`config.mk`:
```
export PLATFORM = sky130hd
export DESIGN_NAME = cac_device_flat
export DESIGN_NICKNAME = d
export VERILOG_FILES = /design/src/hw/cac_pkg.sv /design/src/hw/cac_link_if.sv /design/src/hw/cac_device.sv /design/src/flat_wrapper.sv
export SDC_FILE = /design/constraint.sdc
export NUM_CORES = 1
export LEC_CHECK = 0
export BUFFER_PORTS_ARGS = -buffer_cell sky130_fd_sc_hd__buf_4
export CAP_MARGIN = 0
export CORE_ASPECT_RATIO = 0.75
export CORE_MARGIN = 3
export CORE_UTILIZATION = 55
export DETAILED_ROUTE_END_ITERATION = 7
export GPL_ROUTABILITY_DRIVEN = 0
export MAX_ROUTING_LAYER = met4
export PLACE_DENSITY = 0.73
export SLEW_MARGIN = 0
export SYNTH_ARGS = -nofsm -noshare
export SYNTH_HDL_FRONTEND = slang
export SYNTH_SLANG_ARGS = --single-unit
```
`constraint.sdc`:
```
create_clock -name i_clk -period 2.3 [get_ports i_clk]
set_input_delay 0.23 -clock i_clk [delete_from_list [all_inputs] [get_ports i_clk]]
set_output_delay 0.23 -clock i_clk [all_outputs]
set_load 0.02 [all_outputs]
```
`src/hw/cac_pkg.sv`:
```
// Package of register map, field layout and timing constants for the clock amplifier control
package cac_pkg;
  // Register byte offsets
  localparam logic [7:0] OFF_REVISION = 8'h00;
  localparam logic [7:0] OFF_SINE1_GAIN = 8'h02;
  localparam logic [7:0] OFF_SINE2_GAIN = 8'h04;
  localparam logic [7:0] OFF_SINE3_GAIN = 8'h06;
  localparam logic [7:0] OFF_SINE4_GAIN = 8'h08;
  localparam logic [7:0] OFF_SINE5_GAIN = 8'h0a;
  localparam logic [7:0] OFF_SINE_IN_GAIN = 8'h0c;
  localparam logic [7:0] OFF_SQ_CONFIG = 8'h0e;
  localparam logic [7:0] OFF_SQ_ENABLES = 8'h10;
  localparam logic [7:0] OFF_SINE_ENABLES = 8'h12;
  localparam logic [7:0] OFF_SQ_PAIR_A = 8'h14;
  localparam logic [7:0] OFF_SQ_PAIR_B = 8'h16;
  localparam logic [7:0] OFF_MON_CTRL = 8'h18;
  localparam logic [7:0] OFF_MON_LOW = 8'h1a;
  localparam logic [7:0] OFF_MON_HIGH = 8'h1c;
  // Field widths
  localparam int GAIN_W = 6;
  localparam int ATTEN_W = 12;
  localparam int SINE_N = 5;
  localparam int SQ_N = 4;
  localparam int CNT_W = 4;
  localparam int ADC_W = 12;
  localparam int EXP_W = 16;
  // ADC control byte fixed fields
  localparam logic [2:0] ADC_CTRL_TAIL = 3'h4;
  localparam logic ADC_CTRL_B6 = 1'b0;
  // Expander words: register select byte then value byte
  localparam logic [7:0] EXP_REG_CONFIG = 8'h03;
  localparam logic [7:0] EXP_REG_OUTPUT = 8'h01;
  localparam logic [7:0] EXP_ALL_OUTPUTS = 8'h00;
  // Reset value of write registers
  localparam logic [7:0] REG_RESET = 8'h00;
  // Timing: clock 50 MHz, window 1 us, serial clock 5 MHz
  localparam int CLK_HZ = 50_000_000;
  localparam int WINDOW_NS = 1000;
  localparam int WINDOW_CYC = (WINDOW_NS * (CLK_HZ / 1_000_000)) / 1000;
  localparam int SCLK_HALF_CYC = 5;
  // Serial engine states and transfer targets
  typedef enum logic [3:0] {
    CAC_IDLE = 4'b0001,
    CAC_LOAD = 4'b0010,
    CAC_SHIFT = 4'b0100,
    CAC_DONE = 4'b1000
  } cac_state_t;
  typedef enum logic [1:0] {
    CAC_TGT_ATTEN = 2'h0,
    CAC_TGT_ADC = 2'h1,
    CAC_TGT_EXP = 2'h2
  } cac_tgt_t;
endpackage

```
`src/hw/cac_link_if.sv`:
```
// Interface joining the register bus and the serial peripheral pins of the block
`timescale 1ns/1ps
`default_nettype none
interface cac_link_if;
  // Register bus: carrier drives address, data and strobes; device returns read data
  logic [7:0] addr;
  logic [7:0] wdata;
  logic wr;
  logic rd;
  logic [7:0] rdata;
  logic rvalid;
  // Serial peripheral pins; the block drives all but the returning sdi
  logic sclk;
  logic sdo;
  logic [2:0] atten_sel_n;
  logic adc_sel_n;
  logic exp_sel_n;
  logic sdi;
  // Sensed and controlled outputs
  logic [4:0] sine_on;
  logic [3:0] square_in;
  modport device (
    input addr, wdata, wr, rd, sdi, square_in,
    output rdata, rvalid, sclk, sdo, atten_sel_n, adc_sel_n, exp_sel_n, sine_on
  );
  modport host (
    output addr, wdata, wr, rd,
    input rdata, rvalid
  );
endinterface
`default_nettype wire

```
`src/hw/cac_device.sv`:
```
// Control logic of the clock amplifier module: registers, serial loads, edge counters
`timescale 1ns/1ps
`default_nettype none
module cac_device
  import cac_pkg::*;
#(
  parameter logic [7:0] REVISION = 8'h01  // Arbitrary revision value
)
(
  input wire logic i_clk,
  input wire logic i_reset,
  cac_link_if.device bus
);
  ////////////////////////////////////////////////////////////////////////////
  logic [GAIN_W-1:0] gain_ff [6];
  logic [SINE_N-1:0] sine_on_ff;
  logic [7:0] rdata_ff;
  logic rvalid_ff;
  logic [2:0] pend_ff;  // Pending atten loads
  logic pend_adc_ff;
  logic pend_exp_ff;
  logic exp_cfg_ff;  // Pending expander word is config
  logic [7:0] mon_ctrl_ff;
  logic [SQ_N-1:0] sq_en_ff;
  logic [ADC_W-1:0] adc_ff;
  logic [CNT_W-1:0] cnt_ff [SQ_N];
  logic [CNT_W-1:0] held_ff [SQ_N];
  logic [SQ_N-1:0] s1_ff, s2_ff, s3_ff;
  logic [9:0] win_ff;
  cac_state_t state_ff;
  cac_tgt_t tgt_ff;
  logic [1:0] atten_idx_ff;
  logic [EXP_W-1:0] sh_ff;
  logic [ADC_W-1:0] rx_ff;
  logic [4:0] bits_ff;
  logic [3:0] div_ff;
  logic sclk_ff, sdo_ff, adc_sel_ff, exp_sel_ff;
  logic [2:0] atten_sel_ff;
  logic sdi_s1_ff, sdi_s2_ff;
  logic wr_hit;
  logic [1:0] pick;

  assign wr_hit = bus.wr;

  ////////////////////////////////////////////////////////////////////////////
  // Gain and enable storage; each gain written alone keeps pair independent
  always_ff @(posedge i_clk)
  begin
    if (i_reset)
    begin
      for (int i = 0; i < 6; i++)
        gain_ff[i] <= '0;
      sine_on_ff <= '0;
      mon_ctrl_ff <= REG_RESET;
      sq_en_ff <= '0;
    end
    else if (wr_hit)
    begin
      for (int i = 0; i < 6; i++)
        if (bus.addr == OFF_SINE1_GAIN + 8'(2 * i))
          gain_ff[i] <= bus.wdata[GAIN_W-1:0];
      if (bus.addr == OFF_SINE_ENABLES)
        sine_on_ff <= bus.wdata[SINE_N-1:0];
      if (bus.addr == OFF_MON_CTRL)
        mon_ctrl_ff <= {1'b0, ADC_CTRL_B6, bus.wdata[5:3], ADC_CTRL_TAIL};
      if (bus.addr == OFF_SQ_ENABLES)
        sq_en_ff <= bus.wdata[SQ_N-1:0];
    end
  end

  ////////////////////////////////////////////////////////////////////////////
  // Trigger requests; a set in the same cycle as service wins
  always_ff @(posedge i_clk)
  begin
    if (i_reset)
    begin
      pend_ff <= '0;
      pend_adc_ff <= 1'b0;
      pend_exp_ff <= 1'b0;
      exp_cfg_ff <= 1'b0;
    end
    else
    begin
      if (state_ff == CAC_LOAD)
      begin
        if (tgt_ff == CAC_TGT_ATTEN)
          pend_ff[atten_idx_ff] <= 1'b0;
        if (tgt_ff == CAC_TGT_ADC)
          pend_adc_ff <= 1'b0;
        if (tgt_ff == CAC_TGT_EXP)
          pend_exp_ff <= 1'b0;
      end
      if (wr_hit && bus.addr == OFF_SINE2_GAIN)
        pend_ff[0] <= 1'b1;
      if (wr_hit && bus.addr == OFF_SINE4_GAIN)
        pend_ff[1] <= 1'b1;
      if (wr_hit && bus.addr == OFF_SINE_IN_GAIN)
        pend_ff[2] <= 1'b1;
      if (wr_hit && bus.addr == OFF_MON_CTRL)
        pend_adc_ff <= 1'b1;
      if (wr_hit && (bus.addr == OFF_SQ_CONFIG || bus.addr == OFF_SQ_ENABLES))
      begin
        pend_exp_ff <= 1'b1;
        exp_cfg_ff <= (bus.addr == OFF_SQ_CONFIG);
      end
    end
  end

  // Lowest pending attenuator wins
  assign pick = pend_ff[0] ? 2'd0 : (pend_ff[1] ? 2'd1 : 2'd2);

  ////////////////////////////////////////////////////////////////////////////
  // Serial clock divider: one enable every half period
  always_ff @(posedge i_clk)
  begin
    if (i_reset || state_ff != CAC_SHIFT)
      div_ff <= '0;
    else if (div_ff == 4'(SCLK_HALF_CYC - 1))
      div_ff <= '0;
    else
      div_ff <= div_ff + 4'd1;
  end

  ////////////////////////////////////////////////////////////////////////////
  // Serial engine, MSB first, select held across the whole word
  always_ff @(posedge i_clk)
  begin
    if (i_reset)
    begin
      state_ff <= CAC_IDLE;
      tgt_ff <= CAC_TGT_ATTEN;
      atten_idx_ff <= '0;
      sh_ff <= '0;
      rx_ff <= '0;
      bits_ff <= '0;
      sclk_ff <= 1'b0;
      sdo_ff <= 1'b0;
      atten_sel_ff <= 3'h7;
      adc_sel_ff <= 1'b1;
      exp_sel_ff <= 1'b1;
      adc_ff <= '0;
    end
    else
    begin
      case (state_ff)
        CAC_IDLE:
        begin
          if (pend_ff != 3'h0)
          begin
            tgt_ff <= CAC_TGT_ATTEN;
            atten_idx_ff <= pick;
            sh_ff <= {4'h0, gain_ff[2*pick+1], gain_ff[2*pick]};
            bits_ff <= 5'(ATTEN_W);
            state_ff <= CAC_LOAD;
          end
          else if (pend_adc_ff)
          begin
            tgt_ff <= CAC_TGT_ADC;
            // Control byte sits where the 4-bit align shift puts it on top
            sh_ff <= {4'h0, mon_ctrl_ff, 4'h0};
            bits_ff <= 5'(ATTEN_W);
            state_ff <= CAC_LOAD;
          end
          else if (pend_exp_ff)
          begin
            tgt_ff <= CAC_TGT_EXP;
            sh_ff <= exp_cfg_ff ? {EXP_REG_CONFIG, EXP_ALL_OUTPUTS}
                                : {EXP_REG_OUTPUT, 4'h0, sq_en_ff};
            bits_ff <= 5'(EXP_W);
            state_ff <= CAC_LOAD;
          end
        end
        CAC_LOAD:
        begin
          // Align first bit to the top of the shifter
          if (tgt_ff != CAC_TGT_EXP)
            sh_ff <= sh_ff << 4;
          // First bit settles a half period before the first rising clock
          sdo_ff <= (tgt_ff != CAC_TGT_EXP) ? sh_ff[ATTEN_W-1] : sh_ff[EXP_W-1];
          case (tgt_ff)
            CAC_TGT_ATTEN: atten_sel_ff[atten_idx_ff] <= 1'b0;
            CAC_TGT_ADC: adc_sel_ff <= 1'b0;
            default: exp_sel_ff <= 1'b0;
          endcase
          state_ff <= CAC_SHIFT;
        end
        CAC_SHIFT:
        begin
          if (div_ff == 4'(SCLK_HALF_CYC - 1))
          begin
            if (!sclk_ff)
            begin
              // Data never changes on the rising edge the peripheral samples
              if (bits_ff == 5'd0)
                state_ff <= CAC_DONE;
              else
                sclk_ff <= 1'b1;
            end
            else
            begin
              sclk_ff <= 1'b0;
              sdo_ff <= sh_ff[EXP_W-2];
              sh_ff <= sh_ff << 1;
              rx_ff <= {rx_ff[ADC_W-2:0], sdi_s2_ff};
              bits_ff <= bits_ff - 5'd1;
            end
          end
        end
        CAC_DONE:
        begin
          atten_sel_ff <= 3'h7;
          adc_sel_ff <= 1'b1;
          exp_sel_ff <= 1'b1;
          if (tgt_ff == CAC_TGT_ADC)
            adc_ff <= rx_ff;
          state_ff <= CAC_IDLE;
        end
        default: state_ff <= CAC_IDLE;
      endcase
    end
  end

  // Returning ADC data arrives from off chip
  always_ff @(posedge i_clk)
  begin
    sdi_s1_ff <= bus.sdi;
    sdi_s2_ff <= sdi_s1_ff;
  end

  ////////////////////////////////////////////////////////////////////////////
  // Square inputs: three stages, edge when second is high and third low
  always_ff @(posedge i_clk)
  begin
    if (i_reset)
    begin
      s1_ff <= '0;
      s2_ff <= '0;
      s3_ff <= '0;
    end
    else
    begin
      s1_ff <= bus.square_in;
      s2_ff <= s1_ff;
      s3_ff <= s2_ff;
    end
  end

  // Window counter; edge counts latch and restart at window end
  always_ff @(posedge i_clk)
  begin
    if (i_reset || win_ff == 10'(WINDOW_CYC - 1))
      win_ff <= '0;
    else
      win_ff <= win_ff + 10'd1;
  end

  always_ff @(posedge i_clk)
  begin
    for (int i = 0; i < SQ_N; i++)
    begin
      if (i_reset)
      begin
        cnt_ff[i] <= '0;
        held_ff[i] <= '0;
      end
      else if (win_ff == 10'(WINDOW_CYC - 1))
      begin
        // Edge in the last cycle counts toward the latched value
        held_ff[i] <= cnt_ff[i] + CNT_W'(s2_ff[i] & ~s3_ff[i]);
        cnt_ff[i] <= '0;
      end
      else if (s2_ff[i] && !s3_ff[i])
        cnt_ff[i] <= cnt_ff[i] + 4'd1;
    end
  end

  ////////////////////////////////////////////////////////////////////////////
  // Read path; unmapped and write-only offsets read zero
  always_ff @(posedge i_clk)
  begin
    if (i_reset)
    begin
      rdata_ff <= '0;
      rvalid_ff <= 1'b0;
    end
    else
    begin
      rvalid_ff <= bus.rd;
      case (bus.addr)
        OFF_REVISION: rdata_ff <= REVISION;
        OFF_SQ_PAIR_A: rdata_ff <= {held_ff[1], held_ff[0]};
        OFF_SQ_PAIR_B: rdata_ff <= {held_ff[3], held_ff[2]};
        OFF_MON_LOW: rdata_ff <= adc_ff[7:0];
        OFF_MON_HIGH: rdata_ff <= {4'h0, adc_ff[11:8]};
        default: rdata_ff <= '0;
      endcase
    end
  end

  assign bus.rdata = rdata_ff;
  assign bus.rvalid = rvalid_ff;
  assign bus.sclk = sclk_ff;
  assign bus.sdo = sdo_ff;
  assign bus.atten_sel_n = atten_sel_ff;
  assign bus.adc_sel_n = adc_sel_ff;
  assign bus.exp_sel_n = exp_sel_ff;
  assign bus.sine_on = sine_on_ff;
endmodule
`default_nettype wire

```
`src/flat_wrapper.sv`:
```
// flat-port wrapper written by rule: the top's interface ports become plain ports
module cac_device_flat import cac_pkg::*;
#(
  parameter logic [7:0] REVISION = 8'h01                             
)
  (i_clk, i_reset, bus_addr, bus_wdata, bus_wr, bus_rd, bus_sdi, bus_square_in, bus_rdata, bus_rvalid, bus_sclk, bus_sdo, bus_atten_sel_n, bus_adc_sel_n, bus_exp_sel_n, bus_sine_on);
  cac_link_if bus_i ();
  input wire logic i_clk;
  input wire logic i_reset;
  input wire logic [$bits(bus_i.addr)-1:0] bus_addr;
  input wire logic [$bits(bus_i.wdata)-1:0] bus_wdata;
  input wire logic [$bits(bus_i.wr)-1:0] bus_wr;
  input wire logic [$bits(bus_i.rd)-1:0] bus_rd;
  input wire logic [$bits(bus_i.sdi)-1:0] bus_sdi;
  input wire logic [$bits(bus_i.square_in)-1:0] bus_square_in;
  output wire logic [$bits(bus_i.rdata)-1:0] bus_rdata;
  output wire logic [$bits(bus_i.rvalid)-1:0] bus_rvalid;
  output wire logic [$bits(bus_i.sclk)-1:0] bus_sclk;
  output wire logic [$bits(bus_i.sdo)-1:0] bus_sdo;
  output wire logic [$bits(bus_i.atten_sel_n)-1:0] bus_atten_sel_n;
  output wire logic [$bits(bus_i.adc_sel_n)-1:0] bus_adc_sel_n;
  output wire logic [$bits(bus_i.exp_sel_n)-1:0] bus_exp_sel_n;
  output wire logic [$bits(bus_i.sine_on)-1:0] bus_sine_on;
  assign bus_i.addr = bus_addr;
  assign bus_i.wdata = bus_wdata;
  assign bus_i.wr = bus_wr;
  assign bus_i.rd = bus_rd;
  assign bus_i.sdi = bus_sdi;
  assign bus_i.square_in = bus_square_in;
  assign bus_rdata = bus_i.rdata;
  assign bus_rvalid = bus_i.rvalid;
  assign bus_sclk = bus_i.sclk;
  assign bus_sdo = bus_i.sdo;
  assign bus_atten_sel_n = bus_i.atten_sel_n;
  assign bus_adc_sel_n = bus_i.adc_sel_n;
  assign bus_exp_sel_n = bus_i.exp_sel_n;
  assign bus_sine_on = bus_i.sine_on;
  cac_device #(.REVISION(REVISION)) u_core (.i_clk(i_clk), .i_reset(i_reset), .bus(bus_i));
endmodule
```
After elaboration in Yosys (flattened, before gate mapping). Memory sizes are Yosys's and may differ from the RTL's. Index checks and enable logic that the tools add are counted.

Flip-flop bits (word level): 116. Bits in writable memories: 68. Input port bits: 25. Output and inout port bits: 21. Memories: 3.

Memory list: u_core.gain_ff (depth 6, bits a word 6, rd ports 2, clocked after Yosys merged registers in 0, write ports 6, line cac_device.sv:15) `logic [GAIN_W-1:0] gain_ff [6];`; u_core.cnt_ff (depth 4, bits a word 4, rd ports 4, clocked after Yosys merged registers in 0, write ports 4, line cac_device.sv:26) `logic [CNT_W-1:0] cnt_ff [SQ_N];`; u_core.held_ff (depth 4, bits a word 4, rd ports 4, clocked after Yosys merged registers in 0, write ports 4, line cac_device.sv:27) `logic [CNT_W-1:0] held_ff [SQ_N];`.

$add $sub $neg: 12. Order comparisons: 2. Eq/ne operators: 33. Multiplexer cells: 114. Bitwise operators: 29. Reductions and logical operators: 58.

Operators by type and width (number): $mux W16 (6); $mux W4 (18); $mux W1 (61); $eq A8 B5 Y1 const B (7); $pmux W16 S3 (1); $pmux W8 S5 (1); $mux W6 (6); $eq A8 B4 Y1 const B (4); $reduce_and A2 Y1 (15); $reduce_bool A2 Y1 (13); $mux W5 (5); $add A4 B1 Y4 const B (5); $or A1 B1 Y1 (18); $add A4 B4 Y4 (4); $and A1 B4 Y4 (4); $eq A8 B3 Y1 const B (2); $not A1 Y4 (4); $ne A2 B2 Y1 const B (6); $pmux W4 S3 (1); $add A10 B1 Y10 const B (1); $eq A10 B6 Y1 const B (1); $logic_and A1 B1 Y1 (10); $mux W10 (1); $mux W2 (5); 31 further kinds (49).

Longest topological paths before layout. Gate-level depths: netlist of the first run.

Depth after elaboration: 9. Depth in mapped cells: 8. Mapped depth without buffers: 6.

Least setup slack after synthesis of the first run. Ideal clock, no wire load.

Path kind: register -> register. From: reg u_core.state_ff[3]. To: reg u_core.sh_ff[10]. Setup time: 0.080 ns. Data arrival time: 1.984 ns. Required time: 2.220 ns. Slack: 0.236 ns. Stages on the path, launching flop included: 9. Buffers on the path: 4. Cells stage by stage: dfxtp_1 > buf_6 > or4b_4 > or3_1 > buf_2 > and3_4 > buf_6 > buf_6 > a211oi_2.

Word-level cells in the longest chain between the ends: 3. Elaborated cells on any way between the ends: 10. Those cells by class: eq/ne (7); mux (1); reduce/logical (2).

Ends and longest elaborated chain: from (decl) (line cac_device.sv:30) `cac_state_t state_ff;`; from (signal assigned) (line cac_device.sv:130) `state_ff <= CAC_IDLE;`; from (signal assigned) (line cac_device.sv:154) `state_ff <= CAC_LOAD;`; from (signal assigned) (line cac_device.sv:162) `state_ff <= CAC_LOAD;`; $eq A4 B1 Y1 (tied with other cells) (line cac_device.sv:145) `case (state_ff)`; $ne A4 B1 Y1 (no line) (tied with other cells); $reduce_and A5 Y1 (no line); to (signal assigned) (line cac_device.sv:152) `sh_ff <= {4'h0, gain_ff[2*pick+1], gain_ff[2*pick]};`; to (signal assigned) (line cac_device.sv:160) `sh_ff <= {4'h0, mon_ctrl_ff, 4'h0};`; to (signal assigned) (line cac_device.sv:167) `sh_ff <= exp_cfg_ff ? {EXP_REG_CONFIG, EXP_ALL_OUTPUTS}`; to (decl) (line cac_device.sv:33) `logic [EXP_W-1:0] sh_ff;`.

Parallel ways exist; a longest one is shown, timed or not. A chain may end at the register's enable or synchronous reset.

Final worst setup path of the first run.
From: reg u_core.state_ff[1]. To: reg u_core.sh_ff[3].

Same word-level chain as after synthesis.

==> flow_summary.yaml, run 1 <==
floorplan:
  core_area_sq_um: 14100
  boundaryPins: 46
  initial_utilization_pct: 58.0
  fp-row-count: 37
  die_h_um: 112
  dieArea_sq_um: 16400
  dieWidth_um: 147
route:
  via_per_inst: 5.84
  num_vias: 6216
  drc: 0
  firstDrtPassIters: 7
  wl_um: 19000
  ant_nets: 0
  drtIter0Drc: 557
  wl_per_cell_um: 17.9
power_and_ir_drop:
  vdd_ir_drop_max_mv: 0.579
  p_total_mw: 6.59
  power.leakage_nw: 3.55
  powerDensity_nw_per_um2: 700
grt:
  grt_start_max_net_pins: 69
  antenna_found_initial: 0
  grt_use_total_pct: 24.4
  grt_pass1_wl_um: 30900
  first_global_vias: 5904
  overflow: 0
synth:
  syn_nets: 844
  synth-simple-area-share_pct: 21.7
  ys_warn_count: 0
  netlist_area_sq_um: 8180
  synth_top_family_by_area: "simple AND/OR/NAND/NOR gates"
  ys_types: 63
  synth-main-ff-cell: "dfxtp_1"
  synth_compound_area_share_pct: 13.1
  async_flop_share_pct: 0
  ys_ff_latch: 184
  synthCells: 802
  synth_adder_area_share_pct: 2.60
  synth-seq-area-share_pct: 53.3
  yosys.area_share.xor_xnor_pct: 2.78
  synth-edff-count: 68
  synthMuxAreaShare_pct: 3.33
  avgSynthCellArea_sq_um: 10.2
cells_and_area:
  mostFrequentLayoutCells: "dfxtp_1, nor2_1, buf_4"
  design_area_sq_um: 9410
  area_delta_synth_final_pct: 15.0
  nNetsFinal: 898
  instances_no_fill: 1064
  fillCellCount: 1088
  insertedDiodeCount: 0
  final_common_cell: "dfxtp_1"
  drive_gt1_share_pct: 14.7
timing:
  fmax_mhz: 484
  fin_crit_ps: 2060
  grt_setup_unrepaired: "no"
  hold_violations: 0
  finalMaxSlewViolations: 0
  fin_crit_sh_pct: 89.7
  tns_ps: 0
  tightest_slew_ps: 753
  setup_ws_ps: 236
  fin_worst_skew_ps: 8.65
  slew_headroom_pct: 49.8
  setup_viol: 0
clock_tree:
  clk_path_buf_depth: 2
  cts_sinks: 184
  clk_latency_ps: 430
  cts_tree: "built"
  cts-root-buf: "clkbuf_16"
  cts.clk_slew.worst_paths_ps: 60
  cts_resized: 0
  cts_max_level: 4
  numCtsBuffers: 17
place:
  dp_cells: 1028
  place_ws_ps: 255
  portBuffers: 43
  place_area_sq_um: 8810
  dp_hpwl_um: 13400
worst_setup_path:
  slowest_stage: "dfxtp_1"
  critPathMaxStageDelay_ps: 530
  cp.arrival_ps: 2390
  cp-start-kind: "register"
  crit_chain: "nor4b_2, buf_4, nor2_1, o21ai_0, a311oi_1"
  cp_max_fo: 14
  critPathBufInv: 1
  worstPathRequired_ps: 2630
  crit_type: "register to register"
  critPathCaptureType: "register"
  crit_family: "simple AND/OR/NAND/NOR gates"
worst_hold_path:
  hold_class: "input port to register"
outcome:
  status: "finished clean"
flow_run:
  maxCapViolCount: 0
-- flip-flops by register name (all words and copies together), names as in the netlist, 5 cells and up --
| register | cells |
|---|---|
| u_core.bus.sine_on | 5 |
| u_core.bits_ff | 5 |
| u_core.rx_ff | 12 |
| u_core.gain_ff | 36 |
| u_core.held_ff | 16 |
| u_core.cnt_ff | 16 |
| u_core.bus.rdata | 8 |
| u_core.win_ff | 10 |
| u_core.adc_ff | 12 |
| u_core.sh_ff | 16 |
-- layer usage --
layer / vias to the layer above / GRT usage [%] / routed length (um)
met1: 2982 / 35.0 / 8830
li1: 2986 / - / -
met2: 227 / 34.5 / 8440
met4: 0 / 6.64 / 196
met3: 21 / 6.14 / 1520
met5: - / - / 0
-- power by group --
group / switching (mW) / leakage [nW] / total, mW / internal [mW]
registers: 0.0510 / 1.61 / 3.51 / 3.46
clock network: 1.18 / 0.285 / 2.79 / 1.61
logic: 0.180 / 1.65 / 0.293 / 0.113
-- metrics by stage --
stage	hold WS [ps]	util, %
floorplan	258	-
global placement	313	62.4
detailed placement	317	62.4
CTS	7.18	66.5
global route	21.4	66.6
finish	33.6	66.6
-- final timing paths --
path	from	to	slack [ps]	cells after the start
setup / recovery	u_core.state_ff[1]$_SDFFE_PP0P_	u_core.sh_ff[3]$_SDFFE_PP0P_	240	5
hold / removal	bus_square_in[0]	u_core.s1_ff[0]$_SDFF_PP0_	30	2
setup reg to reg	u_core.state_ff[1]$_SDFFE_PP0P_	u_core.sh_ff[3]$_SDFFE_PP0P_	240	5
hold reg to reg	u_core.sdi_s1_ff$_DFF_P_	u_core.sdi_s2_ff$_DFF_P_	330	0
-- logic make-up (layout without fill, tap and decap cells) --
group,Yosys count,after routing
buffers and inverters,58,125
xor gates and xnor gates,26,26
adders and majority gates,17,17
and+or+nand+nor,334,334
DFF,184,184
AOI/OAI and AO/OA,156,156
muxes,27,27
-- final cells by class --
class                      count  area, sq um  share of cell area (%)
timing repair buffer          80          611                    6.49
clock buffer                  24          493                    5.24
inverter                      13         48.8                   0.519
multi-input combinational    560         3580                    38.0
tap                          195          244                    2.59
clock inverter                 8         67.6                   0.718
sequential                   184         4360                    46.4
-- synthesized netlist by cell type (17+ instances only) --
| library cell | count | area [sq um] |
|---|---|---|
| clkbuf_1 | 32 | 120 |
| nand2_1 | 65 | 244 |
| ha_1 | 17 | 213 |
| mux2i_1 | 25 | 250 |
| and2_1 | 45 | 282 |
| o21ai_0 | 23 | 115 |
| nor2b_1 | 33 | 206 |
| a21oi_1 | 46 | 230 |
| dfxtp_1 | 116 | 2320 |
| a31oi_1 | 20 | 125 |
| nand3_1 | 29 | 145 |
| nor2_1 | 78 | 293 |
| edfxtp_1 | 68 | 2040 |
-- what timing repair did --
action,4_1_cts,5_1_grt
endpoints found under the hold margin,3,1
hold buffers,3,1
setup buffers,0,0
-- worst reg2reg max path, stage by stage, from the launching register on --
cell and delay (ps):
dfxtp_1 530, nor4b_2 110, buf_4 200, nor2_1 520
o21ai_0 300, a311oi_1 320
(Power assumes the default switching activity.)
==> inputs of run 2 (changes only) <==
Settings changed: CAP_MARGIN 0 to 20, PLACE_DENSITY 0.73 to unset, PLACE_DENSITY_LB_ADDON set to 0.05, SETUP_SLACK_MARGIN set to 0.1.
==> run 2 against run 1 <==
Against the previous run: die area stayed put; combinational power is essentially flat; flip-flop and latch count unchanged; maximum frequency is 1.0% higher; core utilization grew 0.35 points; non-clock buffer count rose by 2.
==> flow_summary.yaml, run 2 (synthesized netlist as in run 1, its figures left out) <==
timing:
  fin_crit_ps: 2040
  fin_worst_skew_ps: 7.02
  slew_headroom_pct: 53.9
  tightest_slew_ps: 690
  grt_setup_unrepaired: "yes"
  hold_violations: 0
  setup_viol: 0
  finalMaxSlewViolations: 0
  tns_ps: 0
  fmax_mhz: 490
  fin_crit_sh_pct: 88.8
power_and_ir_drop:
  pwr-share-comb_pct: 4.5
  pwr-share-clk_pct: 42.6
  powerDensity_nw_per_um2: 701
  power.leakage_nw: 3.57
  p_int_mw: 5.20
  sw_frac_of_total_pct: 21.5
  p_sw_mw: 1.42
  p_total_mw: 6.62
  vdd_ir_drop_max_mv: 0.557
  p_seq_share_pct: 52.9
grt:
  grtUsageMet1_pct: 36.1
  grt_use_met3_pct: 6.47
  antenna_found_initial: 0
  first_global_vias: 5989
  busiest_layer: "met1"
  overflow: 0
  grt_use_total_pct: 25.0
  grt_start_max_net_pins: 50
  met2_usage_pct: 34.9
  grt_pass1_wl_um: 31500
outcome:
  status: "finished clean"
floorplan:
  fp-row-count: 37
  boundaryPins: 46
  initial_utilization_pct: 58.0
  dieWidth_um: 147
  dieArea_sq_um: 16400
  core_area_sq_um: 14100
  die_h_um: 112
worst_setup_path:
  critPathCaptureType: "register"
  crit_type: "register to register"
  r2r_setup_slack_ps: 260
  cp_max_fo: 12
  worstPathRequired_ps: 2670
  cp.arrival_ps: 2420
  cp-start-kind: "register"
place:
  dp_hpwl_um: 13600
  dp_cells: 1029
  portBuffers: 43
  place_area_sq_um: 8830
cells_and_area:
  final_common_cell: "dfxtp_1"
  top_register: "u_core.gain_ff"
  design_area_sq_um: 9460
  mostFrequentLayoutCells: "dfxtp_1, nor2_1, buf_4"
  instances_no_fill: 1065
  largest_register_ffs: 36
  fillCellCount: 1119
  insertedDiodeCount: 0
  nNetsFinal: 900
  area_delta_synth_final_pct: 15.6
  drive_gt1_share_pct: 15.1
clock_tree:
  post_cts_buffers: 0
  cts_tree: "built"
  cts.clk_slew.worst_paths_ps: 60
  cts_max_level: 4
  cts-root-buf: "clkbuf_16"
  numCtsBuffers: 17
  cts_sinks: 184
  clk_latency_ps: 430
  clk_path_buf_depth: 2
route:
  drc: 0
  drtIter0Drc: 660
  ant_nets: 0
  firstDrtPassIters: 8
  num_vias: 6187
  via_per_inst: 5.81
  wl_per_cell_um: 18.0
  wl_um: 19100
worst_hold_path:
  hold_class: "input port to register"
flow_run:
  maxCapViolCount: 0
run 2: worst paths after layout:
kind                                         end                       startpoint  cells past startpoint
hold / removal        u_core.s1_ff[0]$_SDFF_PP0_                 bus_square_in[0]                      2
hold reg to reg         u_core.sdi_s2_ff$_DFF_P_         u_core.sdi_s1_ff$_DFF_P_                      0
setup / recovery  u_core.bits_ff[2]$_SDFFE_PP0P_  u_core.state_ff[2]$_SDFFE_PP0P_                      4
setup reg to reg  u_core.bits_ff[2]$_SDFFE_PP0P_  u_core.state_ff[2]$_SDFFE_PP0P_                      4
run 2: area by class of cell:
cell class | count | area (sq um) | area share (%)
Clock buffer | 23 | 499 | 5.28
Clock inverter | 8 | 73.8 | 0.781
Inverter | 13 | 48.8 | 0.516
Multi-Input combinational cell | 560 | 3590 | 37.9
Sequential cell | 184 | 4360 | 46.1
Tap cell | 195 | 244 | 2.58
Timing Repair Buffer | 82 | 641 | 6.77
run 2: metal layers:
layer | share of wire (%) | vias up
met4 | 0.92 | 0
li1 | - | 2994
met2 | 43 | 198
met3 | 6.9 | 18
met5 | 0 | -
met1 | 49 | 2977
run 2: critical path, cell delays in order (launching register included):
cell and delay [ps]:
dfxtp_1 530, nor4b_2 360, nand3_1 460, a221oi_1 490, a31o_2 160
run 2: what timing repair did:
action | in CTS | in global routing
gates resized for setup | 0 | 2
hold buffers | 5 | 0
setup endpoints to repair | 0 | 12
endpoints found under the hold margin | 5 | 0
run 2: power by group through the flow:
stage / sequential, mW / combinational [mW] / clock (mW)
after global routing: 3.51 / 0.326 / 3.03
after detailed placement: 3.58 / 0.284 / 0
after global placement: 3.57 / 0.275 / 0
after floorplan: 3.56 / 0.165 / 0
final: 3.50 / 0.295 / 2.82
after CTS: 3.50 / 0.293 / 2.87
run 2: metrics by stage:
stage          utilization (%)  worst slack (ps)  hold WS (ps)
6_report                  67.0               257          21.4
5_1_grt                   67.0              99.5          9.42
4_1_cts                   66.9               153          6.25
3_5_place_dp              62.5               176           316
3_3_place_gp              62.5               268           311
2_1_floorplan                -               236           258
